**config.mk**
```make
export PLATFORM = sky130hd
export DESIGN_NAME = amc_ctrl
export DESIGN_NICKNAME = d
export VERILOG_FILES = /design/src/verilog/amc_pkg.sv /design/src/verilog/amc_ctrl.sv
export SDC_FILE = /design/constraint.sdc
export NUM_CORES = 1
export LEC_CHECK = 0
export BUFFER_PORTS_ARGS = -buffer_cell sky130_fd_sc_hd__buf_2
export CORE_UTILIZATION = 45
export DETAILED_ROUTE_END_ITERATION = 8
export HOLD_SLACK_MARGIN = 0.02
export PLACE_DENSITY = 0.66
export SLEW_MARGIN = 40
export SYNTH_ARGS = -nofsm -noshare
export SYNTH_HDL_FRONTEND = slang
export SYNTH_SLANG_ARGS = --single-unit
```
**constraint.sdc**
```tcl
create_clock -name clk_sys_i -period 4.6 [get_ports clk_sys_i]
set_input_delay 0.23 -clock clk_sys_i [delete_from_list [all_inputs] [get_ports clk_sys_i]]
set_output_delay 0.23 -clock clk_sys_i [all_outputs]
set_load 0.01 [all_outputs]
```
**src/verilog/amc_pkg.sv**
```systemverilog
// shared constants and types for the converter mode and output control
package amc_pkg;
   // ==========================================================
   // clock and timing
   localparam int unsigned CLK_PERIOD_NS = 50;
   localparam int unsigned T_WAKE_NS     = 3000000;
   localparam int unsigned T_DISCH_NS    = 1000000000;
   localparam int unsigned WAKE_CYC      = T_WAKE_NS / CLK_PERIOD_NS;
   localparam int unsigned DISCH_CYC     = T_DISCH_NS / CLK_PERIOD_NS;
   localparam int unsigned DLL_LOCK_CYC  = 100;
   localparam int unsigned PIPE_STAGES   = 8;
   localparam int unsigned CODE_W        = 12;
   localparam int unsigned WAKE_W        = 17;
   localparam int unsigned DIV_W         = 16;
   localparam int unsigned PER_W         = 16;

   // ==========================================================
   // register map, byte addresses
   localparam logic [7:0] REG_SETTINGS   = 8'h00;
   localparam logic [7:0] REG_CONTROL    = 8'h04;
   localparam logic [7:0] REG_IRQ_STATUS = 8'h08;
   localparam logic [7:0] REG_IRQ_CLEAR  = 8'h0C;
   localparam logic [7:0] REG_IRQ_ENABLE = 8'h10;
   localparam logic [7:0] REG_PERIOD     = 8'h14;
   localparam logic [1:0] RESP_OKAY      = 2'h0;
   localparam logic [1:0] RESP_SLVERR    = 2'h2;

   // settings field positions
   localparam int unsigned SET_FMT_LSB   = 0;
   localparam int unsigned SET_DCS       = 2;
   localparam int unsigned SET_SPAN2     = 3;
   localparam int unsigned SET_PSCALE    = 4;
   localparam int unsigned SET_PWR_LSB   = 5;
   localparam int unsigned SET_LOCKED    = 7;
   localparam int unsigned SET_READY     = 8;

   // interrupt bit positions
   localparam int unsigned IRQ_N         = 5;
   localparam int unsigned IRQ_LOCKED    = 0;
   localparam int unsigned IRQ_RATE_CHG  = 1;
   localparam int unsigned IRQ_WAKE_DONE = 2;
   localparam int unsigned IRQ_OVERRANGE = 3;
   localparam int unsigned IRQ_SCALE_BAD = 4;

   // ==========================================================
   // types
   typedef enum logic [1:0] {
      LVL_GND = 2'h0, LVL_THIRD = 2'h1, LVL_TWO3 = 2'h2, LVL_SUP = 2'h3
   } amc_lvl_t;
   typedef enum logic [1:0] {
      PWR_NORMAL = 2'h0, PWR_STANDBY = 2'h1, PWR_DOWN = 2'h3
   } amc_pwr_t;
   typedef enum logic [1:0] {
      FMT_OFFSET = 2'h0, FMT_TWOS = 2'h1, FMT_GRAY = 2'h2
   } amc_fmt_t;
   typedef enum logic [1:0] {
      WS_RUN = 2'h0, WS_SLEEP = 2'h1, WS_WAKE = 2'h3
   } amc_wake_t;

   typedef struct packed {
      logic     driven;
      amc_lvl_t lvl;
   } amc_pin_t;

   typedef struct packed {
      amc_pin_t span;
      amc_pin_t pwr;
      amc_pin_t fmt;
      amc_pin_t gray;
      amc_pin_t oen;
      logic     enc;
   } amc_pins_t;

   typedef struct packed {
      amc_fmt_t fmt;
      logic     dcs_en;
      logic     span2;
      logic     pscale;
      amc_pwr_t pwr;
   } amc_cfg_t;

   typedef struct packed {
      logic        awvalid;
      logic [7:0]  awaddr;
      logic        wvalid;
      logic [31:0] wdata;
      logic [3:0]  wstrb;
      logic        bready;
      logic        arvalid;
      logic [7:0]  araddr;
      logic        rready;
   } amc_axi_req_t;

   typedef struct packed {
      logic        awready;
      logic        wready;
      logic        bvalid;
      logic [1:0]  bresp;
      logic        arready;
      logic        rvalid;
      logic [31:0] rdata;
      logic [1:0]  rresp;
   } amc_axi_rsp_t;
endpackage
```
**src/verilog/amc_ctrl.sv**
```systemverilog
// converter mode decode, power state, clock stabilizer and output stage
`timescale 1ns/1ps
module amc_ctrl
   import amc_pkg::*;
#(
   parameter int unsigned WAKE_CYCLES  = WAKE_CYC,
   parameter int unsigned DISCH_CYCLES = DISCH_CYC
) (
   input  wire logic                clk_sys_i,
   input  wire logic                nrst_i,
   input  wire logic                ce_i,
   input  wire amc_pins_t           pins_i,
   input  wire logic [CODE_W-1:0]   core_code_i,
   input  wire logic                core_otr_i,
   input  wire amc_axi_req_t        axi_req_i,
   output amc_axi_rsp_t             axi_rsp_o,
   output logic [CODE_W-1:0]        data_o,
   output logic                     otr_o,
   output logic                     data_oe_n_o,
   output logic                     sample_ok_o,
   output logic                     clk_int_o,
   output logic                     ref_en_o,
   output logic                     bias_en_o,
   output logic                     dcs_active_o,
   output logic                     span2_o,
   output logic                     pscale_o,
   output logic                     irq_o
);

   localparam int unsigned DIV_RAW = DISCH_CYCLES / WAKE_CYCLES;
   localparam logic [DIV_W-1:0] DISCH_DIV =
      DIV_W'((DIV_RAW < 1) ? 1 : DIV_RAW);
   localparam logic [WAKE_W-1:0] WAKE_MAX = WAKE_W'(WAKE_CYCLES);
   localparam logic [6:0] LOCK_MAX = 7'(DLL_LOCK_CYC);

   // ==========================================================
   // state
   typedef struct packed {
      amc_pins_t                           s1;
      amc_pins_t                           s2;
      logic                                enc_d;
      logic [PER_W-1:0]                    per_cnt;
      logic [PER_W-1:0]                    period;
      logic [6:0]                          lock_cnt;
      logic [PER_W-1:0]                    hi_cnt;
      logic                                clk_int;
      logic [PIPE_STAGES-1:0][CODE_W:0]    pipe;
      logic [CODE_W-1:0]                   dout;
      logic                                out_of_range_flag;
      amc_wake_t                           wst;
      logic [WAKE_W-1:0]                   deficit;
      logic [DIV_W-1:0]                    div_cnt;
      logic [1:0]                          sw_pwr;
      logic [IRQ_N-1:0]                    irq_st;
      logic [IRQ_N-1:0]                    irq_en;
      logic                                aw_hold;
      logic [7:0]                          awaddr;
      logic                                w_hold;
      logic [31:0]                         wdata;
      logic [3:0]                          wstrb;
      logic                                bvalid;
      logic [1:0]                          bresp;
      logic                                rvalid;
      logic [31:0]                         rdata;
      logic [1:0]                          rresp;
   } amc_st_t;

   amc_st_t st_reg;
   amc_st_t st_next;

   // ==========================================================
   // functions
   function automatic amc_lvl_t pin_level(input amc_pin_t p);
      pin_level = p.driven ? p.lvl : LVL_GND;
   endfunction
   function automatic amc_cfg_t decode(input amc_pins_t p,
                                       input logic [1:0] sw);
      amc_lvl_t fl;
      amc_pwr_t pp;
      decode = '0;
      fl = pin_level(p.fmt);
      case (pin_level(p.span))
         LVL_SUP:   begin decode.span2 = 1'b0; decode.pscale = 1'b0; end
         LVL_TWO3:  begin decode.span2 = 1'b0; decode.pscale = 1'b1; end
         LVL_THIRD: begin decode.span2 = 1'b1; decode.pscale = 1'b1; end
         default:   begin decode.span2 = 1'b1; decode.pscale = 1'b0; end
      endcase
      case (pin_level(p.pwr))
         LVL_SUP:   pp = PWR_DOWN;
         LVL_GND:   pp = PWR_NORMAL;
         default:   pp = PWR_STANDBY;
      endcase
      decode.pwr = (pp == PWR_DOWN || sw == PWR_DOWN) ? PWR_DOWN
                 : (pp == PWR_STANDBY || sw == PWR_STANDBY) ? PWR_STANDBY
                 : PWR_NORMAL;
      decode.dcs_en = (fl == LVL_TWO3) || (fl == LVL_THIRD);
      if (pin_level(p.gray) == LVL_SUP) begin
         decode.fmt = FMT_GRAY;
      end else if (fl == LVL_SUP || fl == LVL_TWO3) begin
         decode.fmt = FMT_TWOS;
      end else begin
         decode.fmt = FMT_OFFSET;
      end
   endfunction
   function automatic logic [CODE_W-1:0] fmt_word(
      input logic [CODE_W-1:0] c, input amc_fmt_t f);
      case (f)
         FMT_TWOS: fmt_word = {~c[CODE_W-1], c[CODE_W-2:0]};
         FMT_GRAY: fmt_word = c ^ (c >> 1);
         default:  fmt_word = c;
      endcase
   endfunction

   // ==========================================================
   // next state
   amc_cfg_t         cfg;
   logic             enc_rise;
   logic             locked;
   logic             awr;
   logic             wr;
   logic             a_v;
   logic             w_v;
   logic [7:0]       a_addr;
   logic [IRQ_N-1:0] irq_set;
   logic [IRQ_N-1:0] irq_clr;
   logic [PER_W-1:0] new_per;
   logic             sample_ok;

   always_comb begin
      st_next  = st_reg;
      irq_set  = '0;
      irq_clr  = '0;
      new_per  = '0;
      cfg      = decode(st_reg.s2, st_reg.sw_pwr);
      enc_rise = st_reg.s2.enc & ~st_reg.enc_d;
      locked   = (st_reg.lock_cnt == LOCK_MAX);
      sample_ok = (st_reg.wst == WS_RUN) && (cfg.pwr == PWR_NORMAL)
                  && (!cfg.dcs_en || locked);
      // pin synchronisers
      st_next.s1    = pins_i;
      st_next.s2    = st_reg.s1;
      st_next.enc_d = st_reg.s2.enc;
      // sample rate tracking and stabilizer lock
      if (st_reg.per_cnt != '1) begin
         st_next.per_cnt = st_reg.per_cnt + 1'b1;
      end
      if (enc_rise) begin
         new_per = st_reg.per_cnt + 1'b1;
         st_next.per_cnt = '0;
         st_next.period  = new_per;
         if (new_per != st_reg.period) begin
            st_next.lock_cnt = '0;
            irq_set[IRQ_RATE_CHG] = 1'b1;
            irq_set[IRQ_SCALE_BAD] = cfg.pscale;
         end else if (!locked) begin
            st_next.lock_cnt = st_reg.lock_cnt + 1'b1;
            irq_set[IRQ_LOCKED] = (st_reg.lock_cnt == LOCK_MAX - 1'b1);
         end
      end
      if (cfg.pwr == PWR_DOWN || !cfg.dcs_en) begin
         st_next.lock_cnt = '0;
      end
      // internal clock, falling edge placed at half the period
      if (cfg.pwr == PWR_DOWN) begin
         st_next.clk_int = 1'b0;
         st_next.hi_cnt  = '0;
      end else if (!cfg.dcs_en) begin
         st_next.clk_int = st_reg.s2.enc;
      end else if (enc_rise) begin
         st_next.clk_int = 1'b1;
         st_next.hi_cnt  = (st_reg.period >> 1) - 1'b1;
      end else if (st_reg.hi_cnt != '0) begin
         st_next.hi_cnt  = st_reg.hi_cnt - 1'b1;
      end else begin
         st_next.clk_int = 1'b0;
      end
      // sample pipeline, one step per sample clock
      if (enc_rise && cfg.pwr != PWR_DOWN) begin
         st_next.pipe = {st_reg.pipe[PIPE_STAGES-2:0],
                         {core_otr_i, fmt_word(core_code_i, cfg.fmt)}};
         st_next.dout = st_reg.pipe[PIPE_STAGES-1][CODE_W-1:0];
         st_next.out_of_range_flag  = st_reg.pipe[PIPE_STAGES-1][CODE_W];
         irq_set[IRQ_OVERRANGE] = st_reg.pipe[PIPE_STAGES-1][CODE_W];
      end
      // power state and wake-up delay
      case (st_reg.wst)
         WS_RUN: begin
            if (cfg.pwr != PWR_NORMAL) begin
               st_next.wst = WS_SLEEP;
               st_next.div_cnt = '0;
            end
         end
         WS_SLEEP: begin
            if (cfg.pwr == PWR_DOWN) begin
               if (st_reg.div_cnt >= DISCH_DIV - 1'b1) begin
                  st_next.div_cnt = '0;
                  if (st_reg.deficit < WAKE_MAX) begin
                     st_next.deficit = st_reg.deficit + 1'b1;
                  end
               end else begin
                  st_next.div_cnt = st_reg.div_cnt + 1'b1;
               end
            end
            if (cfg.pwr == PWR_NORMAL) begin
               st_next.wst = WS_WAKE;
            end
         end
         WS_WAKE: begin
            if (cfg.pwr != PWR_NORMAL) begin
               st_next.wst = WS_SLEEP;
            end else if (st_reg.deficit == '0) begin
               st_next.wst = WS_RUN;
               irq_set[IRQ_WAKE_DONE] = 1'b1;
            end else begin
               st_next.deficit = st_reg.deficit - 1'b1;
            end
         end
         default: st_next.wst = WS_RUN;
      endcase
      // register bus, write side
      awr    = ~st_reg.aw_hold & ~st_reg.bvalid;
      wr     = ~st_reg.w_hold & ~st_reg.bvalid;
      a_v    = st_reg.aw_hold | (axi_req_i.awvalid & awr);
      w_v    = st_reg.w_hold | (axi_req_i.wvalid & wr);
      a_addr = st_reg.aw_hold ? st_reg.awaddr : axi_req_i.awaddr;
      if (axi_req_i.awvalid && awr) begin
         st_next.awaddr = axi_req_i.awaddr;
      end
      if (axi_req_i.wvalid && wr) begin
         st_next.wdata = axi_req_i.wdata;
         st_next.wstrb = axi_req_i.wstrb;
      end
      if (st_reg.bvalid && axi_req_i.bready) begin
         st_next.bvalid = 1'b0;
      end
      if (a_v && w_v) begin
         st_next.aw_hold = 1'b0;
         st_next.w_hold  = 1'b0;
         st_next.bvalid  = 1'b1;
         st_next.bresp   = RESP_OKAY;
         case (a_addr)
            REG_CONTROL: if (st_next.wstrb[0]) begin
               st_next.sw_pwr = st_next.wdata[1:0];
            end
            REG_IRQ_CLEAR: if (st_next.wstrb[0]) begin
               irq_clr = st_next.wdata[IRQ_N-1:0];
            end
            REG_IRQ_ENABLE: if (st_next.wstrb[0]) begin
               st_next.irq_en = st_next.wdata[IRQ_N-1:0];
            end
            REG_SETTINGS, REG_IRQ_STATUS, REG_PERIOD: ;
            default: st_next.bresp = RESP_SLVERR;
         endcase
      end else begin
         st_next.aw_hold = a_v;
         st_next.w_hold  = w_v;
      end
      // register bus, read side
      if (st_reg.rvalid && axi_req_i.rready) begin
         st_next.rvalid = 1'b0;
      end
      if (axi_req_i.arvalid && !st_reg.rvalid) begin
         st_next.rvalid = 1'b1;
         st_next.rdata  = '0;
         st_next.rresp  = RESP_OKAY;
         case (axi_req_i.araddr)
            REG_SETTINGS: begin
               st_next.rdata[SET_FMT_LSB +: 2] = cfg.fmt;
               st_next.rdata[SET_DCS]          = cfg.dcs_en;
               st_next.rdata[SET_SPAN2]        = cfg.span2;
               st_next.rdata[SET_PSCALE]       = cfg.pscale;
               st_next.rdata[SET_PWR_LSB +: 2] = cfg.pwr;
               st_next.rdata[SET_LOCKED]       = locked;
               st_next.rdata[SET_READY]        = sample_ok;
            end
            REG_CONTROL:    st_next.rdata[1:0] = st_reg.sw_pwr;
            REG_IRQ_STATUS: st_next.rdata[IRQ_N-1:0] = st_reg.irq_st;
            REG_IRQ_ENABLE: st_next.rdata[IRQ_N-1:0] = st_reg.irq_en;
            REG_PERIOD:     st_next.rdata[PER_W-1:0] = st_reg.period;
            REG_IRQ_CLEAR:  ;
            default:        st_next.rresp = RESP_SLVERR;
         endcase
      end
      // sticky events, a set in the clearing cycle wins
      st_next.irq_st = (st_reg.irq_st & ~irq_clr) | irq_set;
   end
   always_ff @(posedge clk_sys_i) begin
      if (!nrst_i) begin
         st_reg <= '0;
      end else if (ce_i) begin
         st_reg <= st_next;
      end
   end

   // ==========================================================
   // outputs
   assign axi_rsp_o.awready = ~st_reg.aw_hold & ~st_reg.bvalid;
   assign axi_rsp_o.wready  = ~st_reg.w_hold & ~st_reg.bvalid;
   assign axi_rsp_o.bvalid  = st_reg.bvalid;
   assign axi_rsp_o.bresp   = st_reg.bresp;
   assign axi_rsp_o.arready = ~st_reg.rvalid;
   assign axi_rsp_o.rvalid  = st_reg.rvalid;
   assign axi_rsp_o.rdata   = st_reg.rdata;
   assign axi_rsp_o.rresp   = st_reg.rresp;
   assign data_o       = st_reg.dout;
   assign otr_o        = st_reg.out_of_range_flag;
   assign data_oe_n_o  = pin_level(st_reg.s2.oen) == LVL_SUP
                         || cfg.pwr != PWR_NORMAL;
   assign sample_ok_o  = sample_ok;
   assign clk_int_o    = st_reg.clk_int;
   assign ref_en_o     = cfg.pwr != PWR_DOWN;
   assign bias_en_o    = cfg.pwr != PWR_DOWN;
   assign dcs_active_o = cfg.dcs_en && cfg.pwr != PWR_DOWN;
   assign span2_o      = cfg.span2;
   assign pscale_o     = cfg.pscale;
   assign irq_o        = |(st_reg.irq_st & st_reg.irq_en);

endmodule

```
# Word-level counts from Yosys, hierarchy flattened
# Cells that the tools add are included.
# W data, S select, Z words.
# word_totals
reg_bits	294
inputBits	89
elab_cells	244
# classes
n_addsub	7
magnitude_cmp	2
n_eq_ne	43
n_mux	64
bitwise_logic	18
reduce_logical	55
# op_table
op	n
$mux W17	6
$mux W16	5
$mux W39	1
$mux W35	1
$pmux W17 S2	1
$mux W33	1
$add A16 B1 Y16 const B	2
$eq A8 B4 Y1 const B	4
$eq A8 B5 Y1 const B	4
$pmux W16 S2	1
$mux W2	14
$mux W7	4
$eq A2 B2 Y1 const B	12
$pmux W12 S2	1
$reduce_and A2 Y1	10
$add A17 B1 Y17 const B	1
$logic_not A17 Y1	1
$lt A17 B16 Y1 const B	1
$mux W1	17
$sub A17 B1 Y17 const B	1
$eq A8 B3 Y1 const B	2
$ge A16 B9 Y1 const B	1
$logic_not A8 Y1	2
$ne A16 B16 Y1	1
39 further kinds	95

# Longest topological paths before layout
# Gate-level depths: netlist (run 1).
# depth
ltp_word	12
ltp_mapped	13
ltp_nobuf	11

# Worst setup path before layout (run 1)
# Ideal clock, no wire load.
# synth_timing
kind	register -> register
start	reg st_reg (netlist bit st_next[304])
end	reg st_reg[261] (netlist name)
setup_time_ns	0.065
t_arrival_ns	3.279
path_slack_ns	1.256
path_stages_with_launch	14
period_less_slack_ns	3.344
path_cell_list	dfxtp_1 > nor2b_1 > buf_2 > clkbuf_1 > clkbuf_1 > buf_1 > mux2i_1 > ha_1 > o21ai_1 > nor4_2 > mux2_1 > o22ai_1 > a22oi_1 > nor2_1
# synth_between
elab_chain_cells	4
elab_cells_between_ends	6
# synth_rtl
element	line_no	text
start: declaration	amc_ctrl.sv:68	amc_st_t st_reg;
start signal: assignment	amc_ctrl.sv:291	st_reg <= st_next;
$and A1 B1 Y1 (*)	amc_ctrl.sv:135	enc_rise = st_reg.s2.enc & ~st_reg.enc_d;
$mux W17	amc_ctrl.sv:169	end else if (enc_rise) begin
$mux W16	amc_ctrl.sv:167	end else if (!cfg.dcs_en) begin
$mux W17	amc_ctrl.sv:164	if (cfg.pwr == PWR_DOWN) begin
# Every way passes the cells marked *; elsewhere a longest branch is shown, timed or not. The select of a mux whose other input is x is not followed.
# A chain may end at the register's enable or synchronous reset.

# Final worst setup path (run 1)
# layout_timing
start	reg st_reg[130] (netlist name)
end	reg st_reg[128] (netlist name)
# layout_between
elab_chain_cells	3
elab_cells_between_ends	10
# layout_rtl
element	line_no	text
$eq A2 B2 Y1 / $eq A2 B1 Y1 (equally long branches)	amc_ctrl.sv:186	case (st_reg.wst)
$ne A2 B2 Y1 (no source line) / $reduce_bool A2 Y1 (equally long branches)	-	
$reduce_and A7 Y1 (no source line)	-	
# Parallel ways exist; a longest one is shown, timed or not.

==> results of run 1 <==
## metal layers
layer  wire, µm  up-vias
li1           -     6009
met1      15200     5404
met2      14700      311
met3       1770       39
met4        635        0
met5          0        -
## per-stage QoR
step / util / hold WS, ns / worst slack (ns) / power, µW / instances
global placement: 0.469 / 0.437 / 1.27 / 2940 / 2112
floorplan: - / 0.366 / 1.26 / 2870 / 1764
finish: 0.516 / 0.0333 / 1.35 / 5570 / 2200
detailed placement: 0.469 / 0.442 / 1.39 / 2950 / 2112
CTS: 0.516 / 0.0206 / 1.37 / 5620 / 2199
global route: 0.516 / 0.0390 / 0.991 / 5770 / 2200
## critical path, stage by stage (launching register included)
cell      delay, ns
dfxtp_1        0.50
nand2_1        0.21
inv_1          0.21
ha_1           0.30
nor2b_1        0.16
o31a_1         0.29
o211ai_1       0.27
a31oi_1        0.21
a41oi_1        0.28
a21oi_1        0.11
or4_1          0.47
a21oi_1        0.15
## synthesized netlist by cell type, drive strengths merged (22+ instances only)
library cell,number
xnor2,41
inv,40
ha,22
nor3,43
nand2,323
o21ai,52
nor2,185
nand3,38
a211oi,29
mux2i,75
xor2,28
dfxtp,289
buf,70
clkbuf,94
a21oi,197
## repair_timing
action                    4_1_cts  5_1_grt
gates resized for setup         0        0
hold endpoints to repair       31        0
hold buffers                   31        0
## where the power goes
group / switching, µW / total [µW] / internal (µW)
Combinational: 212 / 345 / 134
Sequential: 33.1 / 2570 / 2540
Clock: 1030 / 2650 / 1620
Total: 1280 / 5570 / 4290
## final timing paths
path	start	slack (ns)	cells after the start	to
setup reg to reg	st_reg[130]	1.35	11	st_reg[128]
setup / recovery	st_reg[130]	1.35	11	st_reg[128]
hold reg to reg	st_reg[218]	0.45	2	st_reg[231]
hold / removal	core_code_i[7]	0.03	3	st_reg[151]
## cells in the final DEF (no fill, tap or decap), types with 31 or more instances in the layout
| cell type | instances |
|---|---|
| inv_1 | 37 |
| nand3_1 | 35 |
| o21ai_0 | 41 |
| nor2_1 | 181 |
| clkbuf_16 | 31 |
| dfxtp_1 | 289 |
| mux2i_1 | 75 |
| a21oi_1 | 197 |
| dlygate4sd3_1 | 31 |
| nand2_1 | 321 |
| xnor2_1 | 41 |
| buf_2 | 103 |
| nor3_1 | 41 |
## kinds of logic after synthesis
group,Yosys count,synth area share
compound gates,375,0.162
xor+xnor,71,0.0466
other cells,1,0.000269
fa+ha+maj,23,0.0212
flops,289,0.415
buf+inv,204,0.0715
mux,80,0.0579
simple gates,704,0.226
## layout make-up
type | count | area, µm² | share of cell area
multi-input cells | 1271 | 7270 | 0.462
flip-flops and latches | 289 | 5790 | 0.368
repair buffers | 147 | 923 | 0.0587
clock buffers | 40 | 870 | 0.0552
well taps | 396 | 495 | 0.0315
clock inverters | 16 | 235 | 0.0149
inverters | 40 | 158 | 0.0100
diodes | 1 | 2.50 | 0.000159
==> impl_metrics.py, run 1 <==
metrics = {
    "worst_setup_path": {
        "crit_arrival_ns": 3.73,
        "endpoint_kind": "flip-flop",
        "crit_type": "flip-flop to flip-flop",
        "worstPathMaxFanout": 9,
        "startpoint_type": "flip-flop",
        "critPathRequiredTime_ns": 5.09,
    },
    "floorplan": {
        "rows": 64,
        "start_util": 0.457,
        "ios": 152,
        "core_um2": 30500,
        "die-area_um2": 31700,
        "die_w_um": 178,
        "die_y_um": 178,
    },
    "run_status": {
        "status": "finished clean",
    },
    "route": {
        "drtIter0Drc": 881,
        "viasPerCell": 5.35,
        "wl_per_cell_um": 14.6,
        "routed_wl_um": 32200,
        "route.detailed.drc": 0,
        "ant_nets": 0,
        "vias": 11763,
        "dr.pass1.iters": 5,
    },
    "clock_network": {
        "post_cts_buffers": 0,
        "insertion_delay_ns": 0.57,
        "clk_pin_slew_ns": 0.06,
        "cts_buffers": 31,
        "cts-root-buf": "clkbuf_16",
        "clockBufferDepth": 3,
        "cts_tree": "done",
        "cts-htree-levels": 1,
        "numClockSinks": 289,
    },
    "place": {
        "hpwl_um": 21300,
        "gp_congestion": 0.853,
        "placed_cell_area_um2": 14300,
        "port_buffers": 103,
    },
    "grt": {
        "grt_max_degree": 142,
        "grt_pass1_vias": 10459,
        "grt_busiest_layer": "met2",
        "use_met3": 0.0294,
        "met1_usage": 0.279,
        "grt_first_pass_wirelength_um": 52200,
        "grt-ovfl-total": 0,
        "grt_util_met2": 0.323,
        "grtUsageTotal": 0.199,
        "antenna_found_initial": 1,
    },
    "run": {
        "drv_cap": 0,
    },
    "power_and_ir_drop": {
        "p_leak_uw": 0.00594,
        "vdd_drop_max_mv": 0.277,
        "powerDensity_nw_per_um2": 354,
    },
    "finish": {
        "fillCellCount": 2894,
        "drive_above_1_share": 0.114,
        "design_area_um2": 15700,
        "largest_register_ffs": 238,
        "area_delta_synth_final_pct": 12.9,
        "fin_nets": 1892,
    },
    "sta": {
        "min_period_over_period": 0.706,
        "final.setup.tns_ns": 0,
        "rsz0062_at_grt": "no",
        "finalMaxSlewViolations": 0,
        "hold_violations": 0,
        "fmax_mhz": 308,
        "max-slew-margin-rel": 0.418,
        "min_period_ns": 3.25,
        "tightest_slew_ns": 0.873,
        "setup_violations": 0,
        "skew_ns": 0.00906,
    },
    "synth": {
        "yosys_warnings": 0,
        "synth_edf_count": 0,
        "synth_cell_types": 81,
        "seq_area_frac_synth": 0.415,
        "synth_top_area_share": 0.415,
        "syn_inst": 1747,
        "postSynth.asyncResetShare": 0,
        "avgSynthCellArea_um2": 7.98,
        "syn_area_um2": 13900,
        "ys_ff_latch": 289,
        "yosys-top-cells-area": "dfxtp_1, nand2_1, a21oi_1",
        "ys.flop_type": "dfxtp_1",
        "yosys.area.top_type": "dfxtp_1",
    },
    "worst_hold_path": {
        "hold_class": "input port to flip-flop",
    },
}
No activity file was read; power rests on OpenSTA's default activity.
==> run 2: changes to the inputs <==
--- a/config.mk
+++ b/config.mk
@@ -5,11 +5,12 @@
 export SDC_FILE = /design/constraint.sdc
 export NUM_CORES = 1
 export LEC_CHECK = 0
+export ABC_AREA = 1
 export BUFFER_PORTS_ARGS = -buffer_cell sky130_fd_sc_hd__buf_2
 export CORE_UTILIZATION = 45
 export DETAILED_ROUTE_END_ITERATION = 8
 export HOLD_SLACK_MARGIN = 0.02
-export PLACE_DENSITY = 0.66
+export PLACE_DENSITY = 0.68
 export SLEW_MARGIN = 40
 export SYNTH_ARGS = -nofsm -noshare
 export SYNTH_HDL_FRONTEND = slang
==> constraint.sdc (replaced) <==
create_clock -name clk_sys_i -period 2.8 [get_ports clk_sys_i]
set_input_delay 0.14 -clock clk_sys_i [delete_from_list [all_inputs] [get_ports clk_sys_i]]
set_output_delay 0.14 -clock clk_sys_i [all_outputs]
set_load 0.01 [all_outputs]
==> run 2 against run 1 <==
Effect of this change: core utilization rose by 1.9 points; clock-buffer cell count up 3; area after synthesis fell by 1.6%; critical path depth fell by 1; worst hold slack improved by 0.0027 ns.
==> impl_metrics.py, run 2 <==
metrics = {
    "worst_setup_path": {
        "worstPathMaxFanout": 10,
        "cp_cell_sequence": "nand2_1 -> inv_1 -> buf_4 -> ha_1 -> a21o_1 -> a21boi_0 -> nand3_1 -> a31oi_1 -> xor2_1 -> a21oi_1",
        "crit_slowest_cell": "dfxtp_1",
        "critPathMaxStageDelay_ns": 0.37,
        "crit_arrival_ns": 3.04,
        "crit_family": "compound AO/OA/AOI/OAI gates",
        "crit_type": "flip-flop to flip-flop",
        "critPathRequiredTime_ns": 3.24,
        "path_buf_inv": 2,
        "startpoint_type": "flip-flop",
        "endpoint_kind": "flip-flop",
    },
    "synth": {
        "postSynth.asyncResetShare": 0,
        "yosys_warnings": 0,
        "synth_edf_count": 0,
        "yosys.area.top_type": "dfxtp_1",
        "synth_cell_types": 53,
        "yosys-top-cells-count": "nor2_1, nand2_1, dfxtp_1, o21ai_0, inv_1",
        "avgSynthCellArea_um2": 7.07,
        "syn_area_um2": 13700,
        "ys_ff_latch": 289,
        "yosysMostFrequentCell": "nor2_1",
        "synth_top_area_share": 0.422,
        "syn_inst": 1942,
        "ys.flop_type": "dfxtp_1",
        "seq_area_frac_synth": 0.422,
        "yosys-top-cells-area": "dfxtp_1, nor2_1, o21ai_0",
    },
    "sta": {
        "tightest_slew_ns": 0.684,
        "min_period_over_period": 0.928,
        "fmax_mhz": 385,
        "setup_violations": 0,
        "finalMaxSlewViolations": 0,
        "skew_ns": 0.0123,
        "hold_violations": 0,
        "final.setup.tns_ns": 0,
        "min_period_ns": 2.60,
        "rsz0062_at_grt": "no",
        "max-slew-margin-rel": 0.543,
    },
    "route": {
        "dr.pass1.iters": 5,
        "route.detailed.drc": 0,
        "routed_wl_um": 33900,
        "wl_per_cell_um": 13.9,
        "ant_nets": 0,
        "wl_met2_um": 15900,
        "top_layer": "met4",
        "vias": 12573,
        "met3_length_um": 1620,
        "drt-met1-wl_um": 15300,
        "viasPerCell": 5.14,
        "drtIter0Drc": 979,
    },
    "floorplan": {
        "die-area_um2": 31200,
        "die_w_um": 177,
        "ios": 152,
        "start_util": 0.461,
        "core_um2": 29800,
        "die_y_um": 177,
        "rows": 63,
    },
    "clock_network": {
        "post_cts_buffers": 0,
        "cts_buffers": 31,
        "cts-htree-levels": 1,
        "insertion_delay_ns": 0.57,
        "clockBufferDepth": 3,
        "numClockSinks": 289,
        "clk_pin_slew_ns": 0.06,
        "cts_tree": "done",
        "cts-root-buf": "clkbuf_16",
    },
    "power_and_ir_drop": {
        "p_leak_uw": 0.00721,
        "swShare": 0.245,
        "p_seq_frac": 0.448,
        "p_clk_frac": 0.453,
        "power_frac_comb": 0.099,
        "powerDensity_nw_per_um2": 616,
        "power_switching_uw": 2400,
        "internal-power_uw": 7420,
        "vdd_drop_max_mv": 0.524,
    },
    "finish": {
        "fin_nets": 2145,
        "multi_input_area_um2": 6610,
        "diodes": 0,
        "largest_register_ffs": 238,
        "final_common_cell": "nor2_1",
        "regArea_um2": 5790,
        "fillCellCount": 2834,
        "fin_cells": 2446,
        "area_delta_synth_final_pct": 16.1,
        "drive_above_1_share": 0.113,
        "most-common-layout-cells": "nor2_1, nand2_1, dfxtp_1",
    },
    "run": {
        "drv_cap": 0,
    },
    "place": {
        "port_buffers": 103,
        "post-place-cells": 2338,
        "hpwl_um": 22300,
        "gp_congestion": 0.905,
    },
    "grt": {
        "grt_first_pass_wirelength_um": 55900,
        "grtUsageTotal": 0.217,
        "grt-ovfl-total": 0,
        "antenna_found_initial": 0,
        "grt_max_degree": 130,
        "grt_pass1_vias": 11661,
    },
    "run_status": {
        "status": "finished clean",
    },
    "worst_hold_path": {
        "hold_class": "input port to flip-flop",
    },
}
## run 2: changes by cell type after synthesis, sizes merged, moves of 13 or more
cell	previous run	this run
nor3	43	20
nor4	17	4
inv	40	164
and3	16	0
o21ai	52	249
a22oi	15	2
mux2i	75	1
nand2	323	304
nor2	185	399
a21oi	197	145
clkbuf	94	70
xnor2	41	11
a211oi	29	2
nand3	38	83
## run 2: per-layer routing
metal,vias up,GRT usage
met4,0,0.0744
met2,297,0.364
met5,-,0
li1,6414,-
met1,5794,0.287
met3,68,0.0264
## run 2: worst paths after layout
check / from / endpoint / slack (ns) / cells past startpoint
worst max register to register: st_reg[130] / st_reg[125] / 0.20 / 10
worst max-delay path: st_reg[130] / st_reg[125] / 0.20 / 10
worst min-delay path: axi_req_i[19] / st_reg[46] / 0.04 / 5
worst min register to register: st_reg[108] / st_reg[108] / 0.44 / 2
## run 2: metrics by stage
step | setup slack [ns] | hold WS [ns] | power, µW | cell area, µm² | utilization
detailed placement | 0.313 | 0.372 | 5390 | 14300 | 0.479
finish | 0.200 | 0.0360 | 9820 | 15900 | 0.535
floorplan | 0.424 | 0.275 | 5160 | 13800 | -
global route | 0.0105 | 0.0567 | 10200 | 15900 | 0.535
global placement | 0.340 | 0.364 | 5370 | 14300 | 0.479
CTS | 0.148 | 0.0209 | 9890 | 15900 | 0.535
## run 2: timing repair
action | in CTS | in global routing
hold endpoints to repair | 49 | 0
endpoints found under the setup margin | 0 | 1
gates resized for setup | 0 | 1
hold buffers | 52 | 0
## run 2: cell type report
class / count / area share
Clock buffer: 43 / 0.0559
Tap cell: 390 / 0.0306
Sequential cell: 289 / 0.363
Multi-Input combinational cell: 1363 / 0.415
Timing Repair Buffer: 181 / 0.0814
Clock inverter: 13 / 0.0146
Inverter: 167 / 0.0393
## run 2: kinds of logic (layout without fill, tap and decap cells)
group / after synthesis / in the layout / share of synthesized area
simple gates: 847 / 847 / 0.261
compound gates: 430 / 430 / 0.165
buf+inv: 307 / 404 / 0.102
flops: 289 / 289 / 0.422
xor+xnor: 44 / 44 / 0.0281
fa+ha+maj: 23 / 23 / 0.0215
other cells: 1 / 18 / 0.000273
mux: 1 / 1 / 0.000729
## run 2: worst reg2reg max path: cells and delay by family (launching register included)
family / cells / cell delay (ns)
adder cells (fa/ha/maj): 1 / 0.30
AO/OA/AOI/OAI: 4 / 0.72
buffers and inverters: 2 / 0.50
flip-flops: 1 / 0.37
AND/OR/NAND/NOR: 2 / 0.37
XOR/XNOR: 1 / 0.21
## run 2: power groups by stage
stage	clock network, µW	registers (µW)	logic (µW)
after floorplan	0	4450	709
after CTS	4520	4400	966
after global routing	4700	4420	1110
after global placement	0	4490	889
final	4440	4400	972
after detailed placement	0	4490	903
